File: src/rtl/emc_pkg.sv
// constants for the ecc memory control and status register logic
package emc_pkg;
    // register field positions
    localparam int unsigned BIT_IND_EN = 0;
    localparam int unsigned BIT_DIS_CORR = 1;
    localparam int unsigned BIT_DIAG = 2;
    localparam int unsigned BIT_INH_PTR = 3;
    localparam int unsigned BIT_SINGLE = 4;
    localparam int unsigned FLD_LO = 5;
    localparam int unsigned BIT_MARK = 11;
    localparam int unsigned BIT_INH_EN = 13;
    localparam int unsigned BIT_RETR = 14;
    localparam int unsigned BIT_UNCORR = 15;
    // widths
    localparam int unsigned REG_W = 16;
    localparam int unsigned ADDR_W = 22;
    localparam int unsigned CHK_W = 6;
    localparam int unsigned ALO_W = 7;
    localparam int unsigned AHI_W = 4;
    // error address slices (byte address bits)
    localparam int unsigned ALO_LSB = 11;
    localparam int unsigned AHI_LSB = 18;
    // a 16k-word region spans byte address bits 14..0
    localparam int unsigned REGION_LSB = 15;
    localparam int unsigned REGION_W = 7;
    localparam logic [6:0] REGION_FIRST = 7'h00;
    localparam logic [6:0] REGION_SECOND = 7'h01;
    // values after reset
    localparam logic [5:0] CHK_RESET = 6'h00;
    localparam logic [6:0] ALO_RESET = 7'h00;
    localparam logic [3:0] AHI_RESET = 4'h0;
    localparam logic [15:0] RDATA_RESET = 16'h0000;
endpackage

File: src/rtl/emc_csr.sv
// control and status register logic of an ecc mos memory module
`timescale 1ns/10ps
module emc_csr
    import emc_pkg::*;
(
    input wire logic clk_sys,
    input wire logic reset,
    input wire logic bus_init,
    // register access
    input wire logic csr_sel,
    input wire logic csr_rd,
    input wire logic csr_wr,
    input wire logic [1:0] csr_be,
    input wire logic [emc_pkg::REG_W-1:0] csr_wdata,
    output logic [emc_pkg::REG_W-1:0] csr_rdata,
    // memory cycle side
    input wire logic mem_valid,
    input wire logic word_read_cycle,
    input wire logic read_pause_cycle,
    input wire logic word_write_cycle,
    input wire logic byte_write_cycle,
    input wire logic [emc_pkg::ADDR_W-1:0] mem_addr,
    input wire logic ecc_single,
    input wire logic ecc_double,
    input wire logic [emc_pkg::CHK_W-1:0] ecc_syndrome,
    input wire logic [emc_pkg::CHK_W-1:0] chk_fetched,
    output logic [emc_pkg::CHK_W-1:0] chk_store,
    output logic chk_use_csr,
    output logic correct_en,
    output logic bus_parity_error,
    output logic error_led
);
    import emc_pkg::*;

    // software control bits, hardware flags and the logged fields;
    // one 6-bit field serves check bits in diag mode and the syndrome
    // otherwise, so a read in diag mode shows whichever came last
    logic ind_en_q;
    logic dis_corr_q;
    logic diag_q;
    logic inh_ptr_q;
    logic single_error_flag_q;
    logic inh_en_q;
    logic retr_q;
    logic double_error_flag_q;
    logic [CHK_W-1:0] chk_q;
    logic [ALO_W-1:0] alo_q;
    logic [AHI_W-1:0] ahi_q;
    logic [REG_W-1:0] rdata_q;
    logic perr_q;

    // bus strobes and effective mode decodes
    logic wr_lo;
    logic wr_hi;
    logic rd_cyc;
    logic wr_cyc;
    logic protected_hit;
    logic dis_eff;
    logic diag_eff;
    logic set_single;
    logic set_uncorr;
    logic do_log;
    logic load_chk;
    logic [REGION_W-1:0] region;
    logic [REG_W-1:0] rd_mux;
    logic fld_wr_lo;
    logic fld_wr_hi;

    // byte lanes of a register write; bits 0..7 low, 8..15 high
    assign wr_lo = csr_sel & csr_wr & csr_be[0];
    assign wr_hi = csr_sel & csr_wr & csr_be[1];

    // field 10..5 writable only while diag mode is already on: the write
    // that turns diag on must not wipe a syndrome waiting to be read
    assign fld_wr_lo = wr_lo & diag_q;
    assign fld_wr_hi = wr_hi & diag_q;

    // memory cycle classes; only reads report errors
    assign rd_cyc = mem_valid & (word_read_cycle | read_pause_cycle);
    assign wr_cyc = mem_valid & (word_write_cycle | byte_write_cycle);

    // protected region decode against the pointer
    // a 16k-word region spans 32k bytes, so bits 21..15 select it
    assign region = mem_addr[REGION_LSB +: REGION_W];
    always_comb begin
        protected_hit = 1'b0;
        if (inh_en_q) begin
            if (inh_ptr_q) begin
                protected_hit = (region == REGION_SECOND);
            end else begin
                protected_hit = (region == REGION_FIRST);
            end
        end // pointer ignored when inhibit is off
    end

    // retrieval bit keeps the memory out of diagnostic check mode
    assign dis_eff = dis_corr_q & ~protected_hit;
    assign diag_eff = diag_q & ~retr_q & ~protected_hit;

    // correction applied by the datapath unless disabled here
    // the protected region always keeps full correction
    assign correct_en = ~dis_eff;

    // check bit source for memory writes
    // generated bits are used for every write outside diag mode
    assign chk_store = chk_q;
    assign chk_use_csr = diag_eff & wr_cyc;

    // error event decode for one read cycle
    always_comb begin
        set_single = 1'b0;
        set_uncorr = 1'b0;
        do_log = 1'b0;
        load_chk = 1'b0;
        if (rd_cyc) begin
            set_single = ecc_single;
            if (diag_eff) begin
                load_chk = 1'b1;
                set_uncorr = ecc_double;
                // single errors not logged here
                do_log = 1'b0;
            end else if (dis_eff) begin
                set_uncorr = ecc_single | ecc_double;
                do_log = ecc_single | ecc_double;
            end else begin
                set_uncorr = ecc_double;
                // a pending uncorrectable log is not overwritten by a single error
                do_log = ecc_double
                    | (ecc_single & ~double_error_flag_q);
            end
        end
    end

    // low-byte control bits; init clears them
    // bus_init acts like power-up for every field
    always_ff @(posedge clk_sys or posedge reset) begin
        if (reset) begin
            ind_en_q <= 1'b0;
            dis_corr_q <= 1'b0;
            diag_q <= 1'b0;
            inh_ptr_q <= 1'b0;
        end else if (bus_init) begin
            ind_en_q <= 1'b0;
            dis_corr_q <= 1'b0;
            diag_q <= 1'b0;
            inh_ptr_q <= 1'b0;
        end else if (wr_lo) begin
            ind_en_q <= csr_wdata[BIT_IND_EN];
            dis_corr_q <= csr_wdata[BIT_DIS_CORR];
            diag_q <= csr_wdata[BIT_DIAG];
            inh_ptr_q <= csr_wdata[BIT_INH_PTR];
        end
    end

    // single error flag; a hardware set beats a software clear
    always_ff @(posedge clk_sys or posedge reset) begin
        if (reset) begin
            single_error_flag_q <= 1'b0;
        end else if (bus_init) begin
            single_error_flag_q <= 1'b0;
        end else if (set_single) begin
            single_error_flag_q <= 1'b1;
        end else if (wr_lo) begin
            single_error_flag_q <= csr_wdata[BIT_SINGLE];
        end
    end

    // high-byte mode bits
    // retrieval set also keeps the memory out of diag check mode
    always_ff @(posedge clk_sys or posedge reset) begin
        if (reset) begin
            inh_en_q <= 1'b0;
            retr_q <= 1'b0;
        end else if (bus_init) begin
            inh_en_q <= 1'b0;
            retr_q <= 1'b0;
        end else if (wr_hi) begin
            inh_en_q <= csr_wdata[BIT_INH_EN];
            retr_q <= csr_wdata[BIT_RETR];
        end
    end

    // uncorrectable flag, also the red indicator
    // software may clear it; a same-cycle error still wins
    always_ff @(posedge clk_sys or posedge reset) begin
        if (reset) begin
            double_error_flag_q <= 1'b0;
        end else if (bus_init) begin
            double_error_flag_q <= 1'b0;
        end else if (set_uncorr) begin
            double_error_flag_q <= 1'b1;
        end else if (wr_hi) begin
            double_error_flag_q <= csr_wdata[BIT_UNCORR];
        end
    end

    // check bit / syndrome field; hardware load beats a write
    // a diag-mode register write overwrites retrieved check bits,
    // never the address
    always_ff @(posedge clk_sys or posedge reset) begin
        if (reset) begin
            chk_q <= CHK_RESET;
        end else if (bus_init) begin
            chk_q <= CHK_RESET;
        end else if (load_chk) begin
            chk_q <= chk_fetched;
        end else if (do_log) begin
            chk_q <= ecc_syndrome;
        end else begin
            // field straddles both byte lanes
            if (fld_wr_lo) begin
                chk_q[2:0] <= csr_wdata[FLD_LO +: 3];
            end
            if (fld_wr_hi) begin
                chk_q[5:3] <= csr_wdata[FLD_LO + 3 +: 3];
            end
        end
    end

    // error address log, low part and backup high part
    // only bits 21..11 are kept: the log points at a 1k block
    always_ff @(posedge clk_sys or posedge reset) begin
        if (reset) begin
            alo_q <= ALO_RESET;
            ahi_q <= AHI_RESET;
        end else if (bus_init) begin
            alo_q <= ALO_RESET;
            ahi_q <= AHI_RESET;
        end else if (do_log) begin
            alo_q <= mem_addr[ALO_LSB +: ALO_W];
            ahi_q <= mem_addr[AHI_LSB +: AHI_W];
        end
    end

    // read view; field 11..5 depends on diag and retrieval bits
    always_comb begin
        rd_mux = RDATA_RESET;
        rd_mux[BIT_IND_EN] = ind_en_q;
        rd_mux[BIT_DIS_CORR] = dis_corr_q;
        rd_mux[BIT_DIAG] = diag_q;
        rd_mux[BIT_INH_PTR] = inh_ptr_q;
        rd_mux[BIT_SINGLE] = single_error_flag_q;
        rd_mux[BIT_INH_EN] = inh_en_q;
        rd_mux[BIT_RETR] = retr_q;
        rd_mux[BIT_UNCORR] = double_error_flag_q;
        if (diag_q) begin
            rd_mux[FLD_LO +: CHK_W] = chk_q;
            // marker identifies this memory type to diagnostics
            rd_mux[BIT_MARK] = inh_en_q & retr_q;
        end else if (retr_q) begin
            rd_mux[FLD_LO +: AHI_W] = ahi_q;
        end else begin
            rd_mux[FLD_LO +: ALO_W] = alo_q;
        end
    end

    // read data held in a register until the next read
    // bus_init leaves it alone; the next read refreshes it
    always_ff @(posedge clk_sys or posedge reset) begin
        if (reset) begin
            rdata_q <= RDATA_RESET;
        end else if (csr_sel & csr_rd) begin
            rdata_q <= rd_mux;
        end
    end
    assign csr_rdata = rdata_q;

    // parity error line, timed with the read data
    // registered so it stands in the cycle the read data is returned
    always_ff @(posedge clk_sys or posedge reset) begin
        if (reset) begin
            perr_q <= 1'b0;
        end else begin
            perr_q <= rd_cyc & ind_en_q
                & (ecc_double | (dis_eff & ecc_single));
        end
    end
    assign bus_parity_error = perr_q;

    // indicator follows bit 15; a software clear turns it off
    assign error_led = double_error_flag_q;

endmodule

File: config.mk
export PLATFORM = sky130hd
export DESIGN_NAME = emc_csr
export DESIGN_NICKNAME = d
export VERILOG_FILES = /design/src/rtl/emc_pkg.sv /design/src/rtl/emc_csr.sv
export SDC_FILE = /design/constraint.sdc
export NUM_CORES = 1
export LEC_CHECK = 0
export BUFFER_PORTS_ARGS = -buffer_cell sky130_fd_sc_hd__buf_2
export CELL_PAD_IN_SITES_DETAIL_PLACEMENT = 1
export CELL_PAD_IN_SITES_GLOBAL_PLACEMENT = 2
export CORE_UTILIZATION = 28
export CTS_CLUSTER_SIZE = 12
export DETAILED_ROUTE_END_ITERATION = 12
export PLACE_DENSITY = 0.77
export RECOVER_POWER = 100
export SETUP_SLACK_MARGIN = 0.15
export SYNTH_ARGS = -nofsm -noshare
export SYNTH_HDL_FRONTEND = slang
export SYNTH_SLANG_ARGS = --single-unit
export TNS_END_PERCENT = 100
File: constraint.sdc
create_clock -name clk_sys -period 2.7 [get_ports clk_sys]
set_clock_uncertainty 0.1 [all_clocks]
set_input_delay 0.405 -clock clk_sys [delete_from_list [all_inputs] [get_ports clk_sys]]
set_output_delay 0.405 -clock clk_sys [all_outputs]
set_load 0.005 [all_outputs]
==> Word-level counts from Yosys, hierarchy flattened <==
Cells that the tools add are included.
{ "totals": {"reg_bits": 41, "wordCells": 90} }
{ "op_classes": {"n_eq_ne": 1, "muxes": 41, "bitwise": 26, "reduce_logical": 8} }
{ "ops": {"columns": ["cell", "count"], "rows": [
  ["1-bit two-way mux", 29],
  ["7-bit two-way mux", 3],
  ["6-bit two-way mux", 3],
  ["1-bit AND", 17],
  ["4-bit two-way mux", 3],
  ["3-bit two-way mux", 3],
  ["4-bit nonzero test", 2],
  ["7-bit by 1-bit equality test with 1-bit output, second input constant", 1],
  ["7-bit zero test", 1],
  ["2-bit nonzero test", 3],
  ["3-bit nonzero test", 2],
  ["1-bit OR", 5],
  ["1-bit NOT", 4]
]} }

==> Longest topological paths before layout <==
Gate-level depths: netlist of run 1.
{ "logic_depth": {"depth_word": 11, "ltp_mapped": 8, "depth_no_buf": 5} }

==> Least setup slack after synthesis of run 1 <==
OpenSTA, ideal clock, no wires.
{ "synth_timing": {"path_type": "input to register", "from": "input port mem_addr[16] in the netlist's numbering", "to": "register ahi_q[0]", "arrival_time_ns": 2.142, "t_required_ns": 2.468, "slack_ns": 0.326, "stages": 7, "path_buffers": 2, "path_cell_list": "or4b_2 or4_4 and4_1 buf_6 buf_8 mux2i_1 nor2_1"} }
{ "synth_between": {"elab_chain_cells": 9, "word_cells_on_any_way": 11, "classes_between": "eq/ne (1); mux (5); bitwise (3); reduce/logical (2)"} }
{ "synth_rtl": {"columns": ["element", "line", "text"], "rows": [
  ["start, declared", "emc_csr.sv:22", "input wire logic [emc_pkg::ADDR_W-1:0] mem_addr,"],
  ["7-bit by 1-bit equality test with 1-bit output / 7-bit zero test (equally long branches)", "emc_csr.sv:89, emc_csr.sv:91", null],
  ["1-bit two-way mux *", "emc_csr.sv:88", "if (inh_ptr_q) begin"],
  ["1-bit two-way mux *", "emc_csr.sv:87", "if (inh_en_q) begin"],
  ["1-bit NOT *", "emc_csr.sv:97, emc_csr.sv:98", null],
  ["1-bit AND", "emc_csr.sv:97", "assign dis_eff = dis_corr_q & ~protected_hit;"],
  ["1-bit two-way mux", "emc_csr.sv:122", "end else if (dis_eff) begin"],
  ["1-bit two-way mux *", "emc_csr.sv:117", "if (diag_eff) begin"],
  ["1-bit two-way mux *", "emc_csr.sv:115", "if (rd_cyc) begin"],
  ["2-bit nonzero test (no source line) *", null, null],
  ["end signal, assigned", "emc_csr.sv:231", "ahi_q <= mem_addr[AHI_LSB +: AHI_W];"],
  ["end, declared", "emc_csr.sv:48", "logic [AHI_W-1:0] ahi_q;"]
]} }
Every way passes the cells marked *; elsewhere a longest branch is shown, timed or not.
A chain may end at the register's enable or synchronous reset.

==> Worst setup path in the final report of run 1 <==
{ "layout_timing": {"from": "register double_error_flag_q, in the netlist error_led", "to": "register chk_q[3], in the netlist chk_store[3]"} }
{ "layout_between": {"elab_chain_cells": 9, "word_cells_on_any_way": 10, "classes_between": "mux (6); bitwise (3); reduce/logical (1)"} }
{ "layout_rtl": {"columns": ["element", "line", "text"], "rows": [
  ["start, declared", "emc_csr.sv:45", "logic double_error_flag_q;"],
  ["start signal, assigned", "emc_csr.sv:193", "double_error_flag_q <= csr_wdata[BIT_UNCORR];"],
  ["1-bit NOT *", "emc_csr.sv:129", "| (ecc_single & ~double_error_flag_q);"],
  ["1-bit AND *", "emc_csr.sv:129", null],
  ["1-bit OR *", "emc_csr.sv:129", null],
  ["1-bit two-way mux *", "emc_csr.sv:122", null],
  ["1-bit two-way mux *", "emc_csr.sv:117", null],
  ["1-bit two-way mux *", "emc_csr.sv:115", null],
  ["6-bit two-way mux", "emc_csr.sv:207", "end else if (do_log) begin"],
  ["6-bit two-way mux", "emc_csr.sv:205", "end else if (load_chk) begin"],
  ["6-bit two-way mux", "emc_csr.sv:203", "end else if (bus_init) begin"],
  ["end signal, assigned", "emc_csr.sv:206", "chk_q <= chk_fetched;"],
  ["end signal, assigned", "emc_csr.sv:208", "chk_q <= ecc_syndrome;"],
  ["end signal, assigned", "emc_csr.sv:215", "chk_q[5:3] <= csr_wdata[FLD_LO + 3 +: 3];"],
  ["end, declared", "emc_csr.sv:46", "logic [CHK_W-1:0] chk_q;"]
]} }
Marked as above.

==> results.sh, run 1 <==
export IMPL_outcome="completed"
export IMPL_die_area_mm2=0.00799
export IMPL_synth_edf_count=0
export IMPL_hold_class="input port to flop"
export IMPL_nNetsFinal=360
export IMPL_synth_top_area_share_pct=48.0
export IMPL_via_per_inst=4.87
export IMPL_grt_use_total_pct=17.0
export IMPL_finalSetupViolations=0
export IMPL_via_count=1923
export IMPL_seq_area_frac_synth_pct=48.0
export IMPL_numPortBuffers=76
export IMPL_whs_endpoint="dis_corr_q"
export IMPL_rr_endpoint="chk_store[3]"
export IMPL_area_growth_pct=28.1
export IMPL_ys_types=44
export IMPL_cellLeakagePower_uw=0.00127
export IMPL_io_pins=91
export IMPL_die_w_um=89.4
export IMPL_power_density_mw_per_mm2=502
export IMPL_drc=0
export IMPL_yosysMostFrequentCell="dfrtp_1"
export IMPL_synth_ff_type="dfrtp_1"
export IMPL_die_height_um=89.4
export IMPL_slew_headroom_pct=30.1
export IMPL_final_max_slew_violation_count=0
export IMPL_yosysWarningCount=0
export IMPL_ir_drop_uv=209
export IMPL_syn_cell_area_mm2=0.00214
export IMPL_synth_top_area_cell="dfrtp_1"
export IMPL_endpoint_kind="flop"
export IMPL_ys_ff_latch=41
export IMPL_wire_per_inst_um=15.9
export IMPL_start_util_pct=29.2
export IMPL_reg2reg_from="error_led"
export IMPL_syn_area_per_cell_um2=9.99
export IMPL_ys_top_cells_by_count="41 x dfrtp_1, 24 x nand2_1, 21 x nor2_1"
export IMPL_root_buffer="clkbuf_8"
export IMPL_rsz0062_at_grt="false"
export IMPL_crit_arrival_ns=2.52
export IMPL_post_route_period_util_pct=89.5
export IMPL_grt_overflow=0
export IMPL_rows=31
export IMPL_worstHoldStart="csr_wdata[1]"
export IMPL_cts_hold_fix_buffers=0
export IMPL_fillers=884
export IMPL_startpoint_type="flop"
export IMPL_cp_required_ns=2.80
export IMPL_core_mm2=0.00733
export IMPL_grt_pass1_wl_mm=9.98
export IMPL_layout_drive_gt1_share_pct=31.1
export IMPL_netlist_instances=214
export IMPL_drtIter0Drc=94
export IMPL_startpoint="error_led"
export IMPL_setup_tns_ns=0
export IMPL_grt_pass1_vias=1862
export IMPL_cts_tree="built"
export IMPL_hold_depth=3
export IMPL_fin_crit_ns=2.42
export IMPL_firstDrtPassIters=4
export IMPL_grt_max_degree=42
export IMPL_numCtsBuffers=5
export IMPL_tightest_slew_ns=1.05
export IMPL_postRouteAntennaNets=0
export IMPL_worstSetupPathType="flop to flop"
export IMPL_hold_viol=0
export IMPL_cts_sinks=41
export IMPL_synthArstFlopShare_pct=100
export IMPL_cap_violations=0
export IMPL_r2r_cells=6
export IMPL_critical_path_max_fanout=5
export IMPL_max_freq_ghz=0.414
export IMPL_antenna_found_initial=0
export IMPL_synth_fp_nets=279
export IMPL_clock_path_buffers=2
export IMPL_clkLatencyLatePin_ns=0.29
export IMPL_h_tree_depth=2
export IMPL_synth_area_leaders="dfrtp_1 48%, mux2i_1 8.4%, nand2_1 4.2%"
export IMPL_r2r_slack_ns=0.28
export IMPL_gp_congestion=0.817
export IMPL_totalWireLength_mm=6.30
export IMPL_diodes=0
export IMPL_hpwl_mm=4.78
export IMPL_clk_pin_slew_ns=0.08
export IMPL_final_core_util_pct=37.3
-- state kept, by name (all words and copies together), names as in the netlist, 4 cells and up --
signal / cells
ahi_q: 4
alo_q: 7
chk_store: 6
csr_rdata: 15
-- cells by family (layout without fill, tap and decap cells) --
| kind of cell | Yosys count | in the layout | synth area share, % |
|---|---|---|---|
| and+or+nand+nor | 76 | 76 | 19.1 |
| AOI/OAI and AO/OA | 53 | 53 | 16.5 |
| DFF | 41 | 41 | 48.0 |
| muxes | 24 | 24 | 11.6 |
| buffers and inverters | 18 | 100 | 4.22 |
| other | 1 | 1 | 0.175 |
| xor gates and xnor gates | 1 | 1 | 0.410 |
-- cell usage in the layout (no fill, tap or decap), types with 3 or more instances in the layout --
cell type   n
buf_2      59
dfrtp_1    41
nand2_1    24
nor2_1     21
mux2i_1    18
clkbuf_1   18
o21ai_0    14
a21oi_1    13
clkbuf_8    7
inv_1       6
mux2_2      6
buf_4       5
or2b_1      4
nor3b_1     4
nand3_1     3
a31oi_1     3
a211oi_1    3
nor3_1      3
a32o_1      3
nor2b_4     3
-- worst max-delay path, cell delays in order (launching register included) --
cell	delay (ns)
dfrtp_1	0.35
or4b_2	0.57
or4_1	0.48
and4_1	0.31
clkbuf_1	0.16
nor2b_4	0.14
o32ai_2	0.22
-- per-layer routing --
metal	global-route usage (%)	routed length, µm
met2	26.9	3000
met3	3.97	337
met4	3.46	11
met1	23.9	2940
met5	0	0
-- where the power goes --
group / leakage (µW) / internal, µW / total, µW / switching, µW
logic: 0.000663 / 114 / 245 / 130
registers: 0.000557 / 653 / 680 / 27.3
clock network: 0.0000542 / 231 / 450 / 219
-- through the flow --
| step | cell area, µm² | hold slack, ns | std cells | power (µW) | worst slack [ns] |
|---|---|---|---|---|---|
| after floorplan | 2140 | 0.373 | 214 | 825 | 0.326 |
| after global placement | 2650 | 0.363 | 386 | 937 | 0.0631 |
| after detailed placement | 2650 | 0.373 | 386 | 945 | 0.00227 |
| after CTS | 2760 | 0.156 | 395 | 1400 | 0.273 |
| after global routing | 2740 | 0.231 | 395 | 1450 | 0.124 |
| final | 2740 | 0.242 | 395 | 1380 | 0.283 |
-- area by class of cell --
cell class | instances | area, µm² | share of cell area, %
flip-flops and latches | 41 | 1030 | 37.5
clock buffers | 7 | 96.3 | 3.52
inverters | 6 | 22.5 | 0.823
repair buffers | 86 | 434 | 15.9
multi-input cells | 155 | 1030 | 37.6
well taps | 99 | 124 | 4.52
clock inverters | 1 | 5.00 | 0.183
-- repair_timing --
item	CTS	global route
setup buffers	1	0
resized for setup	0	3
endpoints found under the setup margin	1	1
endpoints found under the hold margin	0	0
-- worst max path at each step --
| stage | to | slack, ns |
|---|---|---|
| floorplan | ahi_q[0] | 0.33 |
| global placement | chk_store[3] | 0.06 |
| detailed placement | chk_store[5] | 0.002 |
| CTS | chk_store[5] | 0.27 |
| global route | chk_store[3] | 0.12 |
| finish | chk_store[3] | 0.28 |
No activity file was read; power rests on OpenSTA's default activity.
==> run 2, diff against run 1 <==
--- a/config.mk
+++ b/config.mk
@@ -5,13 +5,14 @@
 export SDC_FILE = /design/constraint.sdc
 export NUM_CORES = 1
 export LEC_CHECK = 0
+export ABC_CLOCK_PERIOD_IN_PS = 2700
 export BUFFER_PORTS_ARGS = -buffer_cell sky130_fd_sc_hd__buf_2
 export CELL_PAD_IN_SITES_DETAIL_PLACEMENT = 1
 export CELL_PAD_IN_SITES_GLOBAL_PLACEMENT = 2
 export CORE_UTILIZATION = 28
 export CTS_CLUSTER_SIZE = 12
 export DETAILED_ROUTE_END_ITERATION = 12
-export PLACE_DENSITY = 0.77
+export PLACE_DENSITY_LB_ADDON = 0.1
 export RECOVER_POWER = 100
 export SETUP_SLACK_MARGIN = 0.15
 export SYNTH_ARGS = -nofsm -noshare
==> run 2 against run 1 <==
  * Sequential power about the same
  * Highest routed layer unchanged
  * Global-route usage is 0.15 points higher
  * Via count fell by 1.4%
==> results.sh, run 2 (same netlist as run 1, synthesis figures left out) <==
export IMPL_outcome="completed"
export IMPL_layout_drive_gt1_share_pct=29.5
export IMPL_place_area_mm2=0.00264
export IMPL_root_buffer="clkbuf_8"
export IMPL_path_delay_family="simple AND/OR/NAND/NOR gates"
export IMPL_via_count=1897
export IMPL_largest_reg_flops=15
export IMPL_gp_congestion=0.737
export IMPL_rsz0062_at_grt="false"
export IMPL_core_mm2=0.00733
export IMPL_power_density_mw_per_mm2=528
export IMPL_setup_tns_ns=0
export IMPL_cap_violations=0
export IMPL_drtIter0Drc=71
export IMPL_fillers=882
export IMPL_met1_usage_pct=24.0
export IMPL_layout_commonest_cell="buf_2"
export IMPL_worstSetupPathType="flop to flop"
export IMPL_io_pins=91
export IMPL_h_tree_depth=2
export IMPL_hpwl_mm=4.83
export IMPL_cts_hold_fix_buffers=0
export IMPL_endpoint_kind="flop"
export IMPL_drc=0
export IMPL_critical_path_max_fanout=8
export IMPL_clock_path_buffers=2
export IMPL_numPortBuffers=76
export IMPL_post_cts_setup_buffers=0
export IMPL_clk_pin_slew_ns=0.08
export IMPL_final_max_slew_violation_count=0
export IMPL_post_route_period_util_pct=92.9
export IMPL_gr_max_usage_layer="met2"
export IMPL_fin_crit_ns=2.51
export IMPL_critPathMaxStageDelay_ns=0.60
export IMPL_postRouteAntennaNets=0
export IMPL_grt_pass1_vias=1968
export IMPL_firstDrtPassIters=4
export IMPL_final_cell_area_mm2=0.00272
export IMPL_cts_sinks=41
export IMPL_tightest_slew_ns=1.08
export IMPL_crit_buf_inv=1
export IMPL_diodes=0
export IMPL_clkLatencyLatePin_ns=0.29
export IMPL_power_uw=1440
export IMPL_die_area_mm2=0.00799
export IMPL_mostFrequentLayoutCells="56 x buf_2, 41 x dfrtp_1, 24 x nand2_1"
export IMPL_finalSetupViolations=0
export IMPL_grt_max_degree=42
export IMPL_rows=31
export IMPL_crit_slowest_cell="or4b_2"
export IMPL_path_cells="or4b_2 -> or4_4 -> and4_1 -> clkbuf_2 -> mux2i_1 -> nor2_1"
export IMPL_max_freq_ghz=0.399
export IMPL_via_per_inst=4.81
export IMPL_totalWireLength_mm=6.35
export IMPL_slew_headroom_pct=27.8
export IMPL_grtUsageMet3_pct=3.79
export IMPL_die_height_um=89.4
export IMPL_numCtsBuffers=5
export IMPL_ir_drop_uv=218
export IMPL_start_util_pct=29.2
export IMPL_area_growth_pct=27.2
export IMPL_hold_class="input port to flop"
export IMPL_post_cts_resized=0
export IMPL_grt_overflow=0
export IMPL_wire_per_inst_um=16.1
export IMPL_crit_arrival_ns=2.58
export IMPL_cellLeakagePower_uw=0.00125
export IMPL_hold_viol=0
export IMPL_cp_required_ns=2.77
export IMPL_antenna_found_initial=0
export IMPL_startpoint_type="flop"
export IMPL_grt_pass1_wl_mm=10.1
export IMPL_grt_use_met2_pct=27.2
export IMPL_nNetsFinal=359
export IMPL_grt_use_total_pct=17.2
export IMPL_die_w_um=89.4
export IMPL_cts_tree="built"
[run 2: cell count changes in the layout (fill, tap and decap cells not counted), sizes merged]
| cell | previous run | this run |
|---|---|---|
| buf | 66 | 62 |
| bufinv | 0 | 1 |
| clkbuf | 27 | 30 |
| clkinv | 1 | 0 |
[run 2: power by group]
group | internal [µW] | switching (µW) | total, µW
Clock | 302 | 218 | 519
Sequential | 653 | 27.3 | 680
Combinational | 108 | 128 | 236
Total | 1060 | 373 | 1440
[run 2: routing by layer]
layer  share of wire (%)  wire [µm]
met5                   0          0
met2                  45       2840
met1                  51       3210
met4                0.27         17
met3                 4.4        282
[run 2: tightest hold or removal path: cells and delay by family]
kind | cells | cell delay [ns]
AND/OR/NAND/NOR | 1 | 0.04
buffers and inverters | 1 | 0.09
AO/OA/AOI/OAI | 1 | 0.05
[run 2: area by class of cell]
cell class	count	area [µm²]	area share, %
Sequential cell	41	1030	37.7
Multi-Input combinational cell	155	1020	37.4
Timing Repair Buffer	85	414	15.2
Tap cell	99	124	4.56
Clock buffer	7	86.3	3.18
Clock inverter	1	30.0	1.10
Inverter	6	22.5	0.828
[run 2: per-stage QoR]
| stage | worst slack [ns] | instances | hold slack (ns) | utilization [%] |
|---|---|---|---|---|
| floorplan | 0.326 | 214 | 0.373 | - |
| finish | 0.191 | 394 | 0.241 | 37.1 |
| CTS | 0.211 | 394 | 0.164 | 37.6 |
| global route | 0.0833 | 394 | 0.251 | 37.1 |
| detailed placement | 0.0311 | 386 | 0.368 | 36.0 |
| global placement | 0.0417 | 386 | 0.356 | 36.0 |
[run 2: final timing paths]
kind / start / end / slack (ns) / cells past startpoint
worst max-delay path: error_led / alo_q[5] / 0.19 / 6
worst min-delay path: csr_wdata[1] / dis_corr_q / 0.24 / 3
worst max register to register: error_led / alo_q[5] / 0.19 / 6
worst min register to register: csr_rdata[7] / csr_rdata[7] / 0.38 / 2
max in group asynchronous: reset / csr_rdata[15] / 1.49 / 3
min in group asynchronous: reset / csr_rdata[14] / 0.34 / 3
